### config.mk
export PLATFORM = sky130hd
export DESIGN_NAME = tcc_top
export DESIGN_NICKNAME = d
export VERILOG_FILES = /design/src/verilog/tcc_pkg.sv /design/src/verilog/tcc_cmp_chan.sv /design/src/verilog/tcc_top.sv
export SDC_FILE = /design/constraint.sdc
export NUM_CORES = 1
export LEC_CHECK = 0
export BUFFER_PORTS_ARGS = -buffer_cell sky130_fd_sc_hd__buf_2
export CAP_MARGIN = 20
export CORE_ASPECT_RATIO = 0.6
export CORE_UTILIZATION = 40
export CTS_BUF_LIST = sky130_fd_sc_hd__clkbuf_4
export CTS_CLUSTER_SIZE = 8
export DETAILED_ROUTE_END_ITERATION = 10
export PLACE_DENSITY = 0.53
export SYNTH_ARGS = -nofsm -noshare
export SYNTH_HDL_FRONTEND = slang
export SYNTH_SLANG_ARGS = --single-unit
### constraint.sdc
create_clock -name I_REF_CLK -period 5.6 [get_ports I_REF_CLK]
set_input_delay 1.12 -clock I_REF_CLK [delete_from_list [all_inputs] [get_ports I_REF_CLK]]
set_output_delay 1.12 -clock I_REF_CLK [all_outputs]
set_load 0.02 [all_outputs]
### src/verilog/tcc_pkg.sv
// package with the register map, codes and state layouts of the timer capture/compare unit
package tcc_pkg;

	localparam int            CNT_W        = 16;
	localparam int            NUM_CMP      = 5;
	localparam int            NUM_CAP      = 3;
	localparam int            ADDR_W       = 8;
	localparam logic [15:0]   CMP_RESET    = 16'hffff;
	localparam logic [15:0]   CNT_STEP     = 16'h0001;

	// compare channel n: high byte at base + n*stride, low byte four bytes above it
	localparam logic [7:0]    OFF_CMP_BASE = 8'h00;
	localparam logic [7:0]    CMP_STRIDE   = 8'h08;
	localparam logic [7:0]    CMP_LO_DELTA = 8'h04;
	localparam logic [7:0]    OFF_ACTION   = 8'h28;
	localparam logic [7:0]    OFF_MMASK    = 8'h2c;
	localparam logic [7:0]    OFF_MDATA    = 8'h30;
	localparam logic [7:0]    OFF_FORCE    = 8'h34;
	localparam logic [7:0]    OFF_EDGE     = 8'h38;
	localparam logic [7:0]    OFF_IRQ_EN   = 8'h3c;
	localparam logic [7:0]    OFF_FLAGS    = 8'h40;
	localparam logic [7:0]    OFF_CAP_BASE = 8'h44;
	localparam logic [7:0]    OFF_COUNTER  = 8'h50;
	localparam logic [7:0]    OFF_PIN_LVL  = 8'h54;
	localparam logic [7:0]    OFF_GPIO     = 8'h58;

	// flag and enable layout: compare channels low, capture channels above
	localparam int            FLG_CMP_LSB  = 0;
	localparam int            FLG_CAP_LSB  = 5;

	localparam logic [1:0]    EDGE_OFF     = 2'h0;
	localparam logic [1:0]    EDGE_RISE    = 2'h1;
	localparam logic [1:0]    EDGE_FALL    = 2'h2;
	localparam logic [1:0]    EDGE_ANY     = 2'h3;

	localparam logic [1:0]    ACT_NONE     = 2'h0;
	localparam logic [1:0]    ACT_TOGGLE   = 2'h1;
	localparam logic [1:0]    ACT_CLEAR    = 2'h2;
	localparam logic [1:0]    ACT_SET      = 2'h3;

	typedef struct packed {
		logic              sel;
		logic              en;
		logic              wr;
		logic [ADDR_W-1:0] addr;
		logic [31:0]       wdata;
	} tcc_apb_req_t;

	typedef struct packed {
		logic [15:0] value;
		logic        inh;
	} tcc_cmp_state_t;

	localparam tcc_cmp_state_t CMP_STATE_RST = '{value: CMP_RESET, inh: 1'b0};

	typedef struct packed {
		logic [15:0]                 cnt;
		logic [3:0][1:0]             act;
		logic [4:0]                  mmask;
		logic [4:0]                  mdata;
		logic [4:0]                  gpio;
		logic [2:0][1:0]             edge_sel;
		logic [7:0]                  ien;
		logic [7:0]                  flg;
		logic [2:0][15:0]            cap;
		logic [2:0]                  sync1;
		logic [2:0]                  sync2;
		logic [2:0]                  sync3;
		logic [2:0]                  lvl;
		logic [4:0]                  tpin;
		logic [4:0]                  pins;
		logic [4:0]                  irq_cmp;
		logic [2:0]                  irq_cap;
		logic                        ready;
		logic                        slverr;
		logic [31:0]                 rdata;
	} tcc_state_t;

	localparam tcc_state_t TCC_STATE_RST = '0;

endpackage : tcc_pkg

### src/verilog/tcc_cmp_chan.sv
// one output-compare channel: 16-bit value register written a byte at a time, write inhibit and comparator
`timescale 1ns/10ps
module tcc_cmp_chan
	import tcc_pkg::*;
(
	input  wire logic        i_clk,     // bus clock
	input  wire logic        i_rst_n,   // synchronous reset, active low
	input  wire logic        i_ce,      // clock enable, freezes state when low
	input  wire logic        i_wr_hi,   // write strobe for the high byte
	input  wire logic        i_wr_lo,   // write strobe for the low byte
	input  wire logic [7:0]  i_wdata,   // byte to write
	input  wire logic [15:0] i_cnt,     // shared free-running counter
	output logic      [15:0] o_value,   // stored compare value
	output logic             o_match    // counter equals value this cycle
);

	tcc_cmp_state_t q;
	tcc_cmp_state_t d;

	always_comb begin
		d = q;
		if (i_wr_hi) begin
			d.value[15:8] = i_wdata;
		end
		if (i_wr_lo) begin
			d.value[7:0] = i_wdata;
		end
		// one quiet cycle after a high write, so the half-updated value cannot hit in its first cycle
		d.inh = i_wr_hi;
		if (!i_ce) begin
			d = q;
		end
	end

	always_ff @(posedge i_clk) begin
		if (!i_rst_n) begin
			q <= CMP_STATE_RST;
		end else begin
			q <= d;
		end
	end

	assign o_value = q.value;
	// equality every counter step, so every wrap gives a fresh hit
	assign o_match = (q.value == i_cnt) && !q.inh;

endmodule : tcc_cmp_chan

### src/verilog/tcc_top.sv
// timer capture/compare unit: shared counter, three captures, five compares, APB registers
// Function
// - selected capture edge latches counter value
// - capture pin levels always readable
// - capture pins act as own interrupt sources
// - per-channel capture edge selection
// - per-channel capture interrupt enable bits
// - readable capture pending flags, clearable anytime
// - global CPU mask blocks capture interrupts
// - five compare registers, own comparators
// - compare against counter every increment
// - match sets flag, interrupt, pin action
// - separate enable and line per compare
// - master channel drives any pin combination
// - two-bit pin action for channels two-five
// - channels two-five own one pin each
// - master mask selects affected pins
// - master match drives pins from data
// - master channel wins same-cycle pin conflicts
// - pins serve as GPIO or timer outputs
// - timer-owned pins ignore GPIO writes
// - force applies pin action without match
// - compare registers accessed as two bytes
// - reset loads compare registers all ones
// - high-byte write inhibits compare one cycle
// - compare flag cleared by writing one
// - enabled set flag requests interrupt
// - action on every match, not first
`timescale 1ns/10ps
module tcc_top
	import tcc_pkg::*;
(
	input  wire logic              I_REF_CLK,      // bus clock, 100 MHz
	input  wire logic              I_RST_N,        // synchronous reset, active low
	input  wire logic              I_CE,           // clock enable, freezes all state when low
	input  wire logic              I_PSEL,         // APB select
	input  wire logic              I_PENABLE,      // APB enable
	input  wire logic              I_PWRITE,       // APB direction, high for write
	input  wire logic [ADDR_W-1:0] I_PADDR,        // APB byte address
	input  wire logic [31:0]       I_PWDATA,       // APB write data
	input  wire logic [2:0]        I_CAPTURE_PINS, // asynchronous capture pins
	input  wire logic              I_CPU_IRQ_MASK, // processor global interrupt mask bit
	output logic      [31:0]       O_PRDATA,       // APB read data
	output logic                   O_PREADY,       // APB ready
	output logic                   O_PSLVERR,      // APB error, unmapped address
	output logic      [4:0]        O_TIMER_PINS,   // compare output pins
	output logic      [4:0]        O_CMP_IRQ,      // one request per compare channel
	output logic      [2:0]        O_CAP_IRQ       // one request per capture channel
);

	tcc_state_t   q;
	tcc_state_t   d;
	tcc_apb_req_t req;

	logic [4:0]       wr_hi;
	logic [4:0]       wr_lo;
	logic [4:0][15:0] cmp_val;
	logic [4:0]       match;
	logic             access;
	logic             complete;
	logic [4:0]       sel_hi;
	logic [4:0]       sel_lo;
	logic [2:0]       sel_cap;

	assign req = '{
		sel:   I_PSEL,
		en:    I_PENABLE,
		wr:    I_PWRITE,
		addr:  I_PADDR,
		wdata: I_PWDATA
	};

	// access covers both access cycles; complete is the one edge at which a
	// write lands, so every register update hangs off it
	always_comb begin
		access   = req.sel && req.en;
		complete = access && q.ready;
	end

	// address decode shared by the write strobes and the read mux
	always_comb begin
		for (int k = 0; k < NUM_CMP; k++) begin
			sel_hi[k] = (req.addr == OFF_CMP_BASE + 8'(k) * CMP_STRIDE);
			sel_lo[k] = (req.addr == OFF_CMP_BASE + 8'(k) * CMP_STRIDE + CMP_LO_DELTA);
		end
		for (int i = 0; i < NUM_CAP; i++) begin
			sel_cap[i] = (req.addr == OFF_CAP_BASE + 8'(i) * CMP_LO_DELTA);
		end
	end

	// byte strobes for the compare registers, taken only at the completing edge
	always_comb begin
		for (int k = 0; k < NUM_CMP; k++) begin
			wr_hi[k] = complete && req.wr && I_CE && sel_hi[k];
			wr_lo[k] = complete && req.wr && I_CE && sel_lo[k];
		end
	end

	// each compare channel keeps its own value, inhibit and comparator
	genvar g;
	generate
		for (g = 0; g < NUM_CMP; g++) begin : g_cmp
			tcc_cmp_chan u_chan (
				.i_clk   (I_REF_CLK),
				.i_rst_n (I_RST_N),
				.i_ce    (I_CE),
				.i_wr_hi (wr_hi[g]),
				.i_wr_lo (wr_lo[g]),
				.i_wdata (req.wdata[7:0]),
				.i_cnt   (q.cnt),
				.o_value (cmp_val[g]),
				.o_match (match[g])
			);
		end
	endgenerate

	logic              wr_done;
	logic [4:0]        frc;
	logic [4:0]        hit;
	logic [4:0]        tp;
	logic [4:0]        use_tmr;
	logic [2:0]        new_lvl;
	logic [2:0]        rise;
	logic [2:0]        fall;
	logic [2:0]        cap_ev;
	logic [2:0]        want_rise;
	logic [2:0]        want_fall;
	logic [31:0]       rd;
	logic              rd_err;

	always_comb begin
		d       = q;
		wr_done = complete && req.wr;
		frc     = 5'h00;
		tp      = q.tpin;
		use_tmr = 5'h00;
		new_lvl = q.lvl;
		rise    = 3'h0;
		fall    = 3'h0;
		cap_ev  = 3'h0;
		want_rise = 3'h0;
		want_fall = 3'h0;
		rd      = 32'h0000_0000;
		rd_err  = 1'b0;

		// shared counter, plain 16-bit wrap
		d.cnt = q.cnt + CNT_STEP;

		// three-stage pin synchroniser; the level moves once stages two and three agree
		d.sync1 = I_CAPTURE_PINS;
		d.sync2 = q.sync1;
		d.sync3 = q.sync2;
		for (int i = 0; i < NUM_CAP; i++) begin
			if (q.sync2[i] == q.sync3[i]) begin
				new_lvl[i] = q.sync3[i];
			end
			rise[i] = new_lvl[i] & ~q.lvl[i];
			fall[i] = ~new_lvl[i] & q.lvl[i];
			want_rise[i] = (q.edge_sel[i] == EDGE_RISE) || (q.edge_sel[i] == EDGE_ANY);
			want_fall[i] = (q.edge_sel[i] == EDGE_FALL) || (q.edge_sel[i] == EDGE_ANY);
			cap_ev[i]    = (rise[i] && want_rise[i]) || (fall[i] && want_fall[i]);
			if (cap_ev[i]) begin
				d.cap[i] = q.cnt;
			end
		end
		d.lvl = new_lvl;

		// register writes at the completing edge
		if (wr_done) begin
			unique case (req.addr)
				OFF_ACTION: begin
					d.act = req.wdata[7:0];
				end
				OFF_MMASK: begin
					d.mmask = req.wdata[4:0];
				end
				OFF_MDATA: begin
					d.mdata = req.wdata[4:0];
				end
				OFF_FORCE: begin
					frc = req.wdata[4:0];
				end
				OFF_EDGE: begin
					d.edge_sel = req.wdata[5:0];
				end
				OFF_IRQ_EN: begin
					d.ien = req.wdata[7:0];
				end
				OFF_FLAGS: begin
					d.flg = q.flg & ~req.wdata[7:0];
				end
				OFF_GPIO: begin
					d.gpio = req.wdata[4:0];
				end
				default: begin
					// read-only and unmapped words keep their state
				end
			endcase
		end

		// hardware set is applied after the clear, so a same-cycle event survives
		d.flg[FLG_CMP_LSB +: NUM_CMP] = d.flg[FLG_CMP_LSB +: NUM_CMP] | match;
		d.flg[FLG_CAP_LSB +: NUM_CAP] = d.flg[FLG_CAP_LSB +: NUM_CAP] | cap_ev;

		// a forced channel acts on its pins but raises no flag
		hit = match | frc;

		// channels two to five each own one pin
		for (int k = 1; k < NUM_CMP; k++) begin
			if (hit[k]) begin
				unique case (q.act[k-1])
					ACT_NONE: begin
						tp[k] = q.tpin[k];
					end
					ACT_TOGGLE: begin
						tp[k] = ~q.tpin[k];
					end
					ACT_CLEAR: begin
						tp[k] = 1'b0;
					end
					ACT_SET: begin
						tp[k] = 1'b1;
					end
				endcase
			end
			use_tmr[k] = (q.act[k-1] != ACT_NONE);
		end

		// master channel overrides whatever the single-pin channel decided
		for (int p = 0; p < NUM_CMP; p++) begin
			if (hit[0] && q.mmask[p]) begin
				tp[p] = q.mdata[p];
			end
		end
		// a pin belongs to the timer while any channel may act on it
		use_tmr = use_tmr | q.mmask;
		d.tpin  = tp;

		// timer-owned pins show timer state; the GPIO value is held but not seen
		for (int p = 0; p < NUM_CMP; p++) begin
			d.pins[p] = use_tmr[p] ? tp[p] : d.gpio[p];
		end

		// interrupt lines follow flags and enables; capture lines obey the CPU mask
		d.irq_cmp = d.flg[FLG_CMP_LSB +: NUM_CMP] & d.ien[FLG_CMP_LSB +: NUM_CMP];
		d.irq_cap = d.flg[FLG_CAP_LSB +: NUM_CAP] & d.ien[FLG_CAP_LSB +: NUM_CAP];
		if (I_CPU_IRQ_MASK) begin
			d.irq_cap = 3'h0;
		end

		// read decode
		unique case (req.addr)
			OFF_ACTION: begin
				rd[7:0] = q.act;
			end
			OFF_MMASK: begin
				rd[4:0] = q.mmask;
			end
			OFF_MDATA: begin
				rd[4:0] = q.mdata;
			end
			OFF_FORCE: begin
				rd = 32'h0000_0000;
			end
			OFF_EDGE: begin
				rd[5:0] = q.edge_sel;
			end
			OFF_IRQ_EN: begin
				rd[7:0] = q.ien;
			end
			OFF_FLAGS: begin
				rd[7:0] = q.flg;
			end
			OFF_COUNTER: begin
				rd[15:0] = q.cnt;
			end
			OFF_PIN_LVL: begin
				rd[2:0] = q.lvl;
			end
			OFF_GPIO: begin
				rd[4:0] = q.gpio;
			end
			default: begin
				rd_err = 1'b1;
			end
		endcase
		for (int k = 0; k < NUM_CMP; k++) begin
			if (sel_hi[k]) begin
				rd     = {24'h00_0000, cmp_val[k][15:8]};
				rd_err = 1'b0;
			end
			if (sel_lo[k]) begin
				rd     = {24'h00_0000, cmp_val[k][7:0]};
				rd_err = 1'b0;
			end
		end
		for (int i = 0; i < NUM_CAP; i++) begin
			if (sel_cap[i]) begin
				rd[15:0] = q.cap[i];
				rd_err   = 1'b0;
			end
		end

		// one wait state: ready rises in the access phase and drops after completion
		if (access && !q.ready) begin
			d.ready  = 1'b1;
			d.slverr = rd_err;
			d.rdata  = 32'h0000_0000;
			// write data is never echoed and a refused read returns zero
			if (!req.wr && !rd_err) begin
				d.rdata = rd;
			end
		end else begin
			d.ready  = 1'b0;
			d.slverr = 1'b0;
			d.rdata  = 32'h0000_0000;
		end

		if (!I_CE) begin
			d = q;
		end
	end

	// reset ignores the clock enable so a frozen unit still starts clean
	always_ff @(posedge I_REF_CLK) begin
		if (!I_RST_N) begin
			q <= TCC_STATE_RST;
		end else begin
			q <= d;
		end
	end

	assign O_PRDATA     = q.rdata;
	assign O_PREADY     = q.ready;
	assign O_PSLVERR    = q.slverr;
	assign O_TIMER_PINS = q.pins;
	assign O_CMP_IRQ    = q.irq_cmp;
	assign O_CAP_IRQ    = q.irq_cap;

endmodule : tcc_top
After elaboration in Yosys (flattened, before gate mapping):

Index checks and enable logic that the tools add are counted.

* bits in latches: 0
* output and inout bits: 47
* word-level logic and storage cells: 257
* memories kept: 0
* register bits: 258
* memory bits (writable): 0
* input bits: 50
* bits in read-only memories: 0

* add/subtract/negate cells: 1
* magnitude comparators: 0
* reductions and logical operators: 76
* divide/modulo/power cells: 0
* muxes and demuxes: 63
* multiply operators: 0
* shift-type cells: 0
* equality and inequality tests: 51
* bitwise operators: 24

Operators with widths (count)
* $mux W32: 10
* $eq A16 B16 Y1: 5
* $eq A8 B6 Y1 const B: 8
* $mux W16: 4
* $eq A8 B7 Y1 const B: 7
* $mux W34: 1
* $eq A8 B5 Y1 const B: 4
* $logic_and A1 B1 Y1: 32
* $mux W1: 31
* $eq A2 B2 Y1 const B: 14
* $mux W27: 1
* $pmux W3 S9: 1
* $reduce_and A2 Y1: 13
* $mux W8: 3
* $add A16 B1 Y16 const B: 1
* $eq A8 B4 Y1 const B: 2
* $pmux W1 S4: 4
* $pmux W2 S8: 1
* $mux W5: 3
* $or A5 B5 Y5: 3
* $eq A2 B1 Y1 const B: 7
* $reduce_and A3 Y1: 4
* $not A1 Y1: 10
* $reduce_or A10 Y1: 1
* 17 further kinds: 45

Logic depth before layout (Yosys ltp):

* depth in word-level cells: 20
* depth in mapped cells: 10
* mapped depth without buffers: 6

Cells and area by module:

From an unflattened synthesis, not the netlist that was laid out.

* cell total of the unflattened synthesis: 1749
* area, all modules: 13848.3 um2

By module, submodules not included
* tcc_top: area an instance 9381.5 um2, instances 1, cells each 1184, sequential area each 3143.0 um2
* tcc_cmp_chan: area an instance 893.4 um2, instances 5, cells each 113, sequential area each 340.3 um2

Worst setup path after synthesis:

OpenSTA, ideal clock, no wires.

* path kind: input-to-reg
* from: input port I_PADDR[0]
* to: register q[48] (netlist bit)
* buffers on the path: 2
* data arrival time: 2730 ps
* slack: 2783 ps
* required time: 5514 ps
* setup time: 86 ps
* cell stages on the path: 8
* cell sequence: buf_2 > or4b_4 > buf_6 > nor3_4 > a21oi_1 > mux2i_1 > o211ai_1 > a221oi_2

* longest elaborated chain between the ends: 6
* elaborated cells on any way between the ends: 7
* classes of those cells: eq/ne: 1; mux: 4; bitwise: 1; reduce/logical: 1

Ends and longest elaborated chain
* start, declared: RTL line tcc_top.sv:39 `input wire logic [ADDR_W-1:0] I_PADDR,`
* $eq A8 B6 Y1 (*): RTL line tcc_top.sv:170 `unique case (req.addr)`
* $mux W5 (*): RTL line tcc_top.sv:170
* $mux W5 (*): RTL line tcc_top.sv:169 `if (wr_done) begin`
* $or A5 B5 Y5 (*): RTL line tcc_top.sv:206 `hit = match | frc;`
* $mux W1 or $logic_and A1 B1 Y1 (tied branches): RTL line tcc_top.sv:210, tcc_top.sv:231
* $mux W1 (*): RTL line tcc_top.sv:231 `if (hit[0] && q.mmask[p]) begin`
* end signal, assigned: RTL line tcc_top.sv:327 `q <= TCC_STATE_RST;`
* end signal, assigned: RTL line tcc_top.sv:329 `q <= d;`
* end, declared: RTL line tcc_top.sv:51 `tcc_state_t q;`

Every way passes the cells marked *; elsewhere a longest branch is shown, timed or not.
A chain may end at the register's enable or synchronous reset.

Final worst setup path:

* from: input port I_PADDR[4]
* to: register q (netlist bit O_PRDATA[0])

* longest elaborated chain between the ends: 20
* elaborated cells on any way between the ends: 56
* classes of those cells: eq/ne: 22; mux: 30; reduce/logical: 4

Ends and longest elaborated chain
* $eq A8 B7 Y1 or $eq A8 B6 Y1 (tied branches): RTL line tcc_top.sv:252 `unique case (req.addr)`
* $reduce_or A10 Y1 (no source line)
* $mux W1: RTL line tcc_top.sv:252
* $mux W1: RTL line tcc_top.sv:288 `if (sel_hi[k]) begin`
* $mux W1: RTL line tcc_top.sv:292 `if (sel_lo[k]) begin`
* $mux W1: RTL line tcc_top.sv:288
* $mux W1: RTL line tcc_top.sv:292
* $mux W1: RTL line tcc_top.sv:288
* [... 2 more ...]
* $mux W1: RTL line tcc_top.sv:292
* $mux W1: RTL line tcc_top.sv:288
* $mux W1: RTL line tcc_top.sv:292
* $mux W1 (3 in a row): RTL line tcc_top.sv:298 `if (sel_cap[i]) begin`
* $logic_not A1 Y1: RTL line tcc_top.sv:310 `if (!req.wr && !rd_err) begin`
* $logic_and A1 B1 Y1: RTL line tcc_top.sv:310
* $mux W32 (*): RTL line tcc_top.sv:310
* $mux W34 (*): RTL line tcc_top.sv:305 `if (access && !q.ready) begin`

Marked as above.

==> results.sh <==
export IMPL_reg2reg_from="q[159]"
export IMPL_synth_top_flop_cell="dfxtp_1"
export IMPL_cpPeakStageDelay_ns=0.78
export IMPL_grt_max_degree=78
export IMPL_fillers=3346
export IMPL_die_w_microns=236.2
export IMPL_crit_path_max_fanout=33
export IMPL_avgViaCountPerCell=6.014
export IMPL_hold_depth=2
export IMPL_synthesis_area_sq_um=13170
export IMPL_firstDrtPassIters=8
export IMPL_hp_class="reg2reg"
export IMPL_die_y_microns=142.5
export IMPL_irDropWorstVdd_mv=0.1638
export IMPL_min_to="O_CAP_IRQ[0]"
export IMPL_worstRegToRegCells=6
export IMPL_cts_resized=0
export IMPL_cts_root_buf="clkbuf_4"
export IMPL_crit_top_cell="a2111oi_0"
export IMPL_nets=1688
export IMPL_clockBufferDepth=3
export IMPL_h_tree_depth=2
export IMPL_cap_violations=0
export IMPL_fin_tns_setup_ns=0
export IMPL_grt_pass1_vias=11350
export IMPL_slew_viol_final=0
export IMPL_hp_start="O_CAP_IRQ[0]"
export IMPL_hpwl_microns=36040
export IMPL_cts_buffers_inserted=59
export IMPL_cts_tree="done"
export IMPL_worstPathCellList="buf_2 -> or4b_1 -> nor2_1 -> o2bb2ai_1 -> a2111oi_0 -> a2111oi_0 -> buf_4 -> o311a_1"
export IMPL_grt_setup_unrepaired="no"
export IMPL_critPathRequiredTime_ns=6.25
export IMPL_cts_hold_fix_buffers=0
export IMPL_regToRegSetupSlack_ns=2.55
export IMPL_place_gp_congestion=1.051
export IMPL_leakage_nw=5.734
export IMPL_crit_start="I_PADDR[4]"
export IMPL_area_growth_pct=8.399
export IMPL_reg2reg_to="q[51]"
export IMPL_drt_initial_drc_count=1528
export IMPL_slew_headroom=0.3294
export IMPL_rows=51
export IMPL_finalHoldViolCount=0
export IMPL_wl_microns=52210
export IMPL_start_util=0.4062
export IMPL_cts_setup_buffers=0
export IMPL_critPathArrivalTime_ns=4.11
export IMPL_utilization=0.4404
export IMPL_yosysSeqAreaShare=0.3679
export IMPL_ios=97
export IMPL_setup_violations=0
export IMPL_comb_power_share=0.072
export IMPL_power_frac_seq=0.498
export IMPL_grt_pass1_wl_microns=76300
export IMPL_synth_ff_latch_count=242
export IMPL_vias=12700
export IMPL_die_area_sq_um=33680
export IMPL_p_int_w=0.002500
export IMPL_worst_setup_path_type="in2reg"
export IMPL_overflow=0
export IMPL_cp_end_kind="flip-flop"
export IMPL_p_clk_frac=0.429
export IMPL_clk_pin_slew_worst_paths_ns=0.07
export IMPL_antenna_left=0
export IMPL_drcViolationCount=4
export IMPL_routedWlPerCell_microns=24.72
export IMPL_grt_usage=0.3068
export IMPL_switching_share=0.2815
export IMPL_ys_warn_count=0
export IMPL_synth_enable_flop_cells=0
export IMPL_fin_crit_sh=0.6178
export IMPL_slowest_stage="a2111oi_0"
export IMPL_violations="DRC"
export IMPL_power_density_nw_per_um2=243.8
export IMPL_port_buffers=56
export IMPL_power_switching_w=0.0009795
export IMPL_core_area_sq_um=32420
export IMPL_drive_gt1_frac=0.1375
export IMPL_cts_sinks=242
export IMPL_syn_inst=1632
export IMPL_async_flop_share=0
export IMPL_finClkSkew_ns=0.06594
export IMPL_period_needed_ns=3.460
export IMPL_final_setup_worst_slack_ns=2.140
export IMPL_antenna_found_initial=2
export IMPL_post_place_ws_ns=1.636
export IMPL_insertion_delay_ns=0.77
export IMPL_syn_area_per_cell_sq_um=8.069
export IMPL_outcome="finished, violations left"
export IMPL_fmax_ghz=0.2891
export IMPL_critPathLaunchType="input pin"
export IMPL_worst_pin_slew_ns=1.005
export IMPL_ys_types=78
metrics by stage:
step           std cells  power (W)  hold slack (ns)  cell area (sq um)
2_1_floorplan       1647   0.001934           0.4263              13230
3_3_place_gp        2000   0.002015           0.4498              13520
3_5_place_dp        2000   0.002016           0.4468              13520
4_1_cts             2111   0.003500           0.4692              14270
5_1_grt             2112   0.003613           0.4835              14270
6_report            2112   0.003480           0.4619              14270
kinds of logic after synthesis:
family                   count (synthesis)  share of synthesized area
flip-flops                             242                     0.3679
AO/OA/AOI/OAI                          296                     0.1501
buffers and inverters                  192                    0.07297
AND/OR/NAND/NOR                        684                     0.2507
other                                    1                  0.0002848
adder cells (fa/ha/maj)                  1                  0.0009500
XOR/XNOR                                93                    0.06185
multiplexers                           123                    0.09520
cells in the final DEF, fill, tap and decap left out, drive strengths merged, types with 4 or more instances in the layout:
| cell | netlist | routed |
|---|---|---|
| a22oi | 25 | 25 |
| or4b | 4 | 4 |
| nand4 | 16 | 16 |
| o22a | 8 | 8 |
| nor2 | 174 | 174 |
| buf | 100 | 99 |
| mux2 | 8 | 8 |
| o31ai | 5 | 5 |
| nand2 | 231 | 231 |
| xnor2 | 22 | 22 |
| mux2i | 114 | 114 |
| a21boi | 4 | 4 |
| clkbuf | 70 | 80 |
| a32oi | 8 | 8 |
| o21ai | 39 | 39 |
| o2bb2ai | 5 | 5 |
| o21a | 8 | 8 |
| nor4b | 5 | 5 |
| and3 | 6 | 6 |
| clkinv | 0 | 29 |
| and2 | 8 | 8 |
| o22ai | 30 | 30 |
| nor2b | 24 | 24 |
| nor4bb | 6 | 6 |
| a31oi | 21 | 21 |
| nor3 | 32 | 32 |
| a221oi | 7 | 7 |
| nor4 | 17 | 17 |
| and4b | 5 | 5 |
| nand2b | 6 | 6 |
| nand3 | 121 | 121 |
| or3 | 13 | 13 |
| a211oi | 6 | 6 |
| inv | 22 | 22 |
| a21oi | 80 | 80 |
| xor2 | 71 | 71 |
| dfxtp | 242 | 242 |
| conb | 1 | 16 |
| o211ai | 21 | 21 |
state kept, by name, summed over array words and instances, names as in the netlist:
| signal | flops |
|---|---|
| O_CAP_IRQ | 3 |
| O_CMP_IRQ | 5 |
| O_PRDATA | 16 |
| O_PREADY | 1 |
| O_PSLVERR | 1 |
| O_TIMER_PINS | 5 |
| g_cmp.u_chan.o_value | 80 |
| g_cmp.u_chan.q | 5 |
| q | 126 |
critical path, delay by kind of cell:
| kind | cells | cell delay (ns) |
|---|---|---|
| compound gates | 4 | 1.50 |
| buf+inv | 2 | 0.78 |
| simple gates | 2 | 0.68 |
how the worst max path moves through the flow:
stage	end
finish	O_PRDATA[0]
detailed placement	O_PRDATA[0]
global route	O_PRDATA[0]
CTS	O_PRDATA[0]
global placement	O_PRDATA[0]
floorplan	q[48]
routing by layer:
layer  share of wire  global-route usage  vias up  wire (microns)
li1                -                   -     5739               -
met1            0.46              0.4462     6108           24070
met2            0.38              0.3998      743           19620
met3            0.14              0.1309      111            7304
met4           0.023             0.08612        0            1218
met5               0                   0        -               0
Yosys cell counts, drive strengths merged (4+ instances only):
cell type,instances,area (sq um)
dfxtp,242,4845
nand2,231,874.6
nor2,174,660.6
nand3,121,605.6
mux2i,114,1141
buf,100,615.6
a21oi,80,400.4
xor2,71,621.9
clkbuf,70,262.8
o21ai,39,206.5
nor3,32,211.5
o22ai,30,187.7
a22oi,25,187.7
nor2b,24,150.1
inv,22,82.58
xnor2,22,192.7
a31oi,21,131.4
o211ai,21,157.7
nor4,17,118.9
nand4,16,100.1
or3,13,81.33
a32oi,8,70.07
and2,8,50.05
mux2,8,90.09
o21a,8,60.06
o22a,8,70.07
a221oi,7,86.34
a211oi,6,45.04
and3,6,37.54
nand2b,6,37.54
nor4bb,6,75.07
and4b,5,50.05
nor4b,5,68.82
o2bb2ai,5,43.79
o31ai,5,37.54
a21boi,4,30.03
or4b,4,43.79
power groups by stage:
stage                     clock, W  sequential, W  combinational [W]
after floorplan                  0        0.00177           0.000162
after global placement           0        0.00177           0.000241
after detailed placement         0        0.00177           0.000243
after CTS                  0.00152        0.00173           0.000243
after global routing       0.00162        0.00173           0.000262
final                      0.00149        0.00173           0.000252
area by class of cell:
cell class / count / area, sq um / area share
Sequential cell: 242 / 4845 / 0.3394
Antenna cell: 1 / 2.502 / 0.0001753
Tap cell: 424 / 530.5 / 0.03716
Timing Repair Buffer: 99 / 605.6 / 0.04242
Clock buffer: 80 / 600.6 / 0.04207
Multi-Input combinational cell: 1213 / 7452 / 0.5220
Clock inverter: 31 / 153.9 / 0.01078
Inverter: 22 / 85.08 / 0.005960
Note: power is estimated with default switching activity, not from simulation.
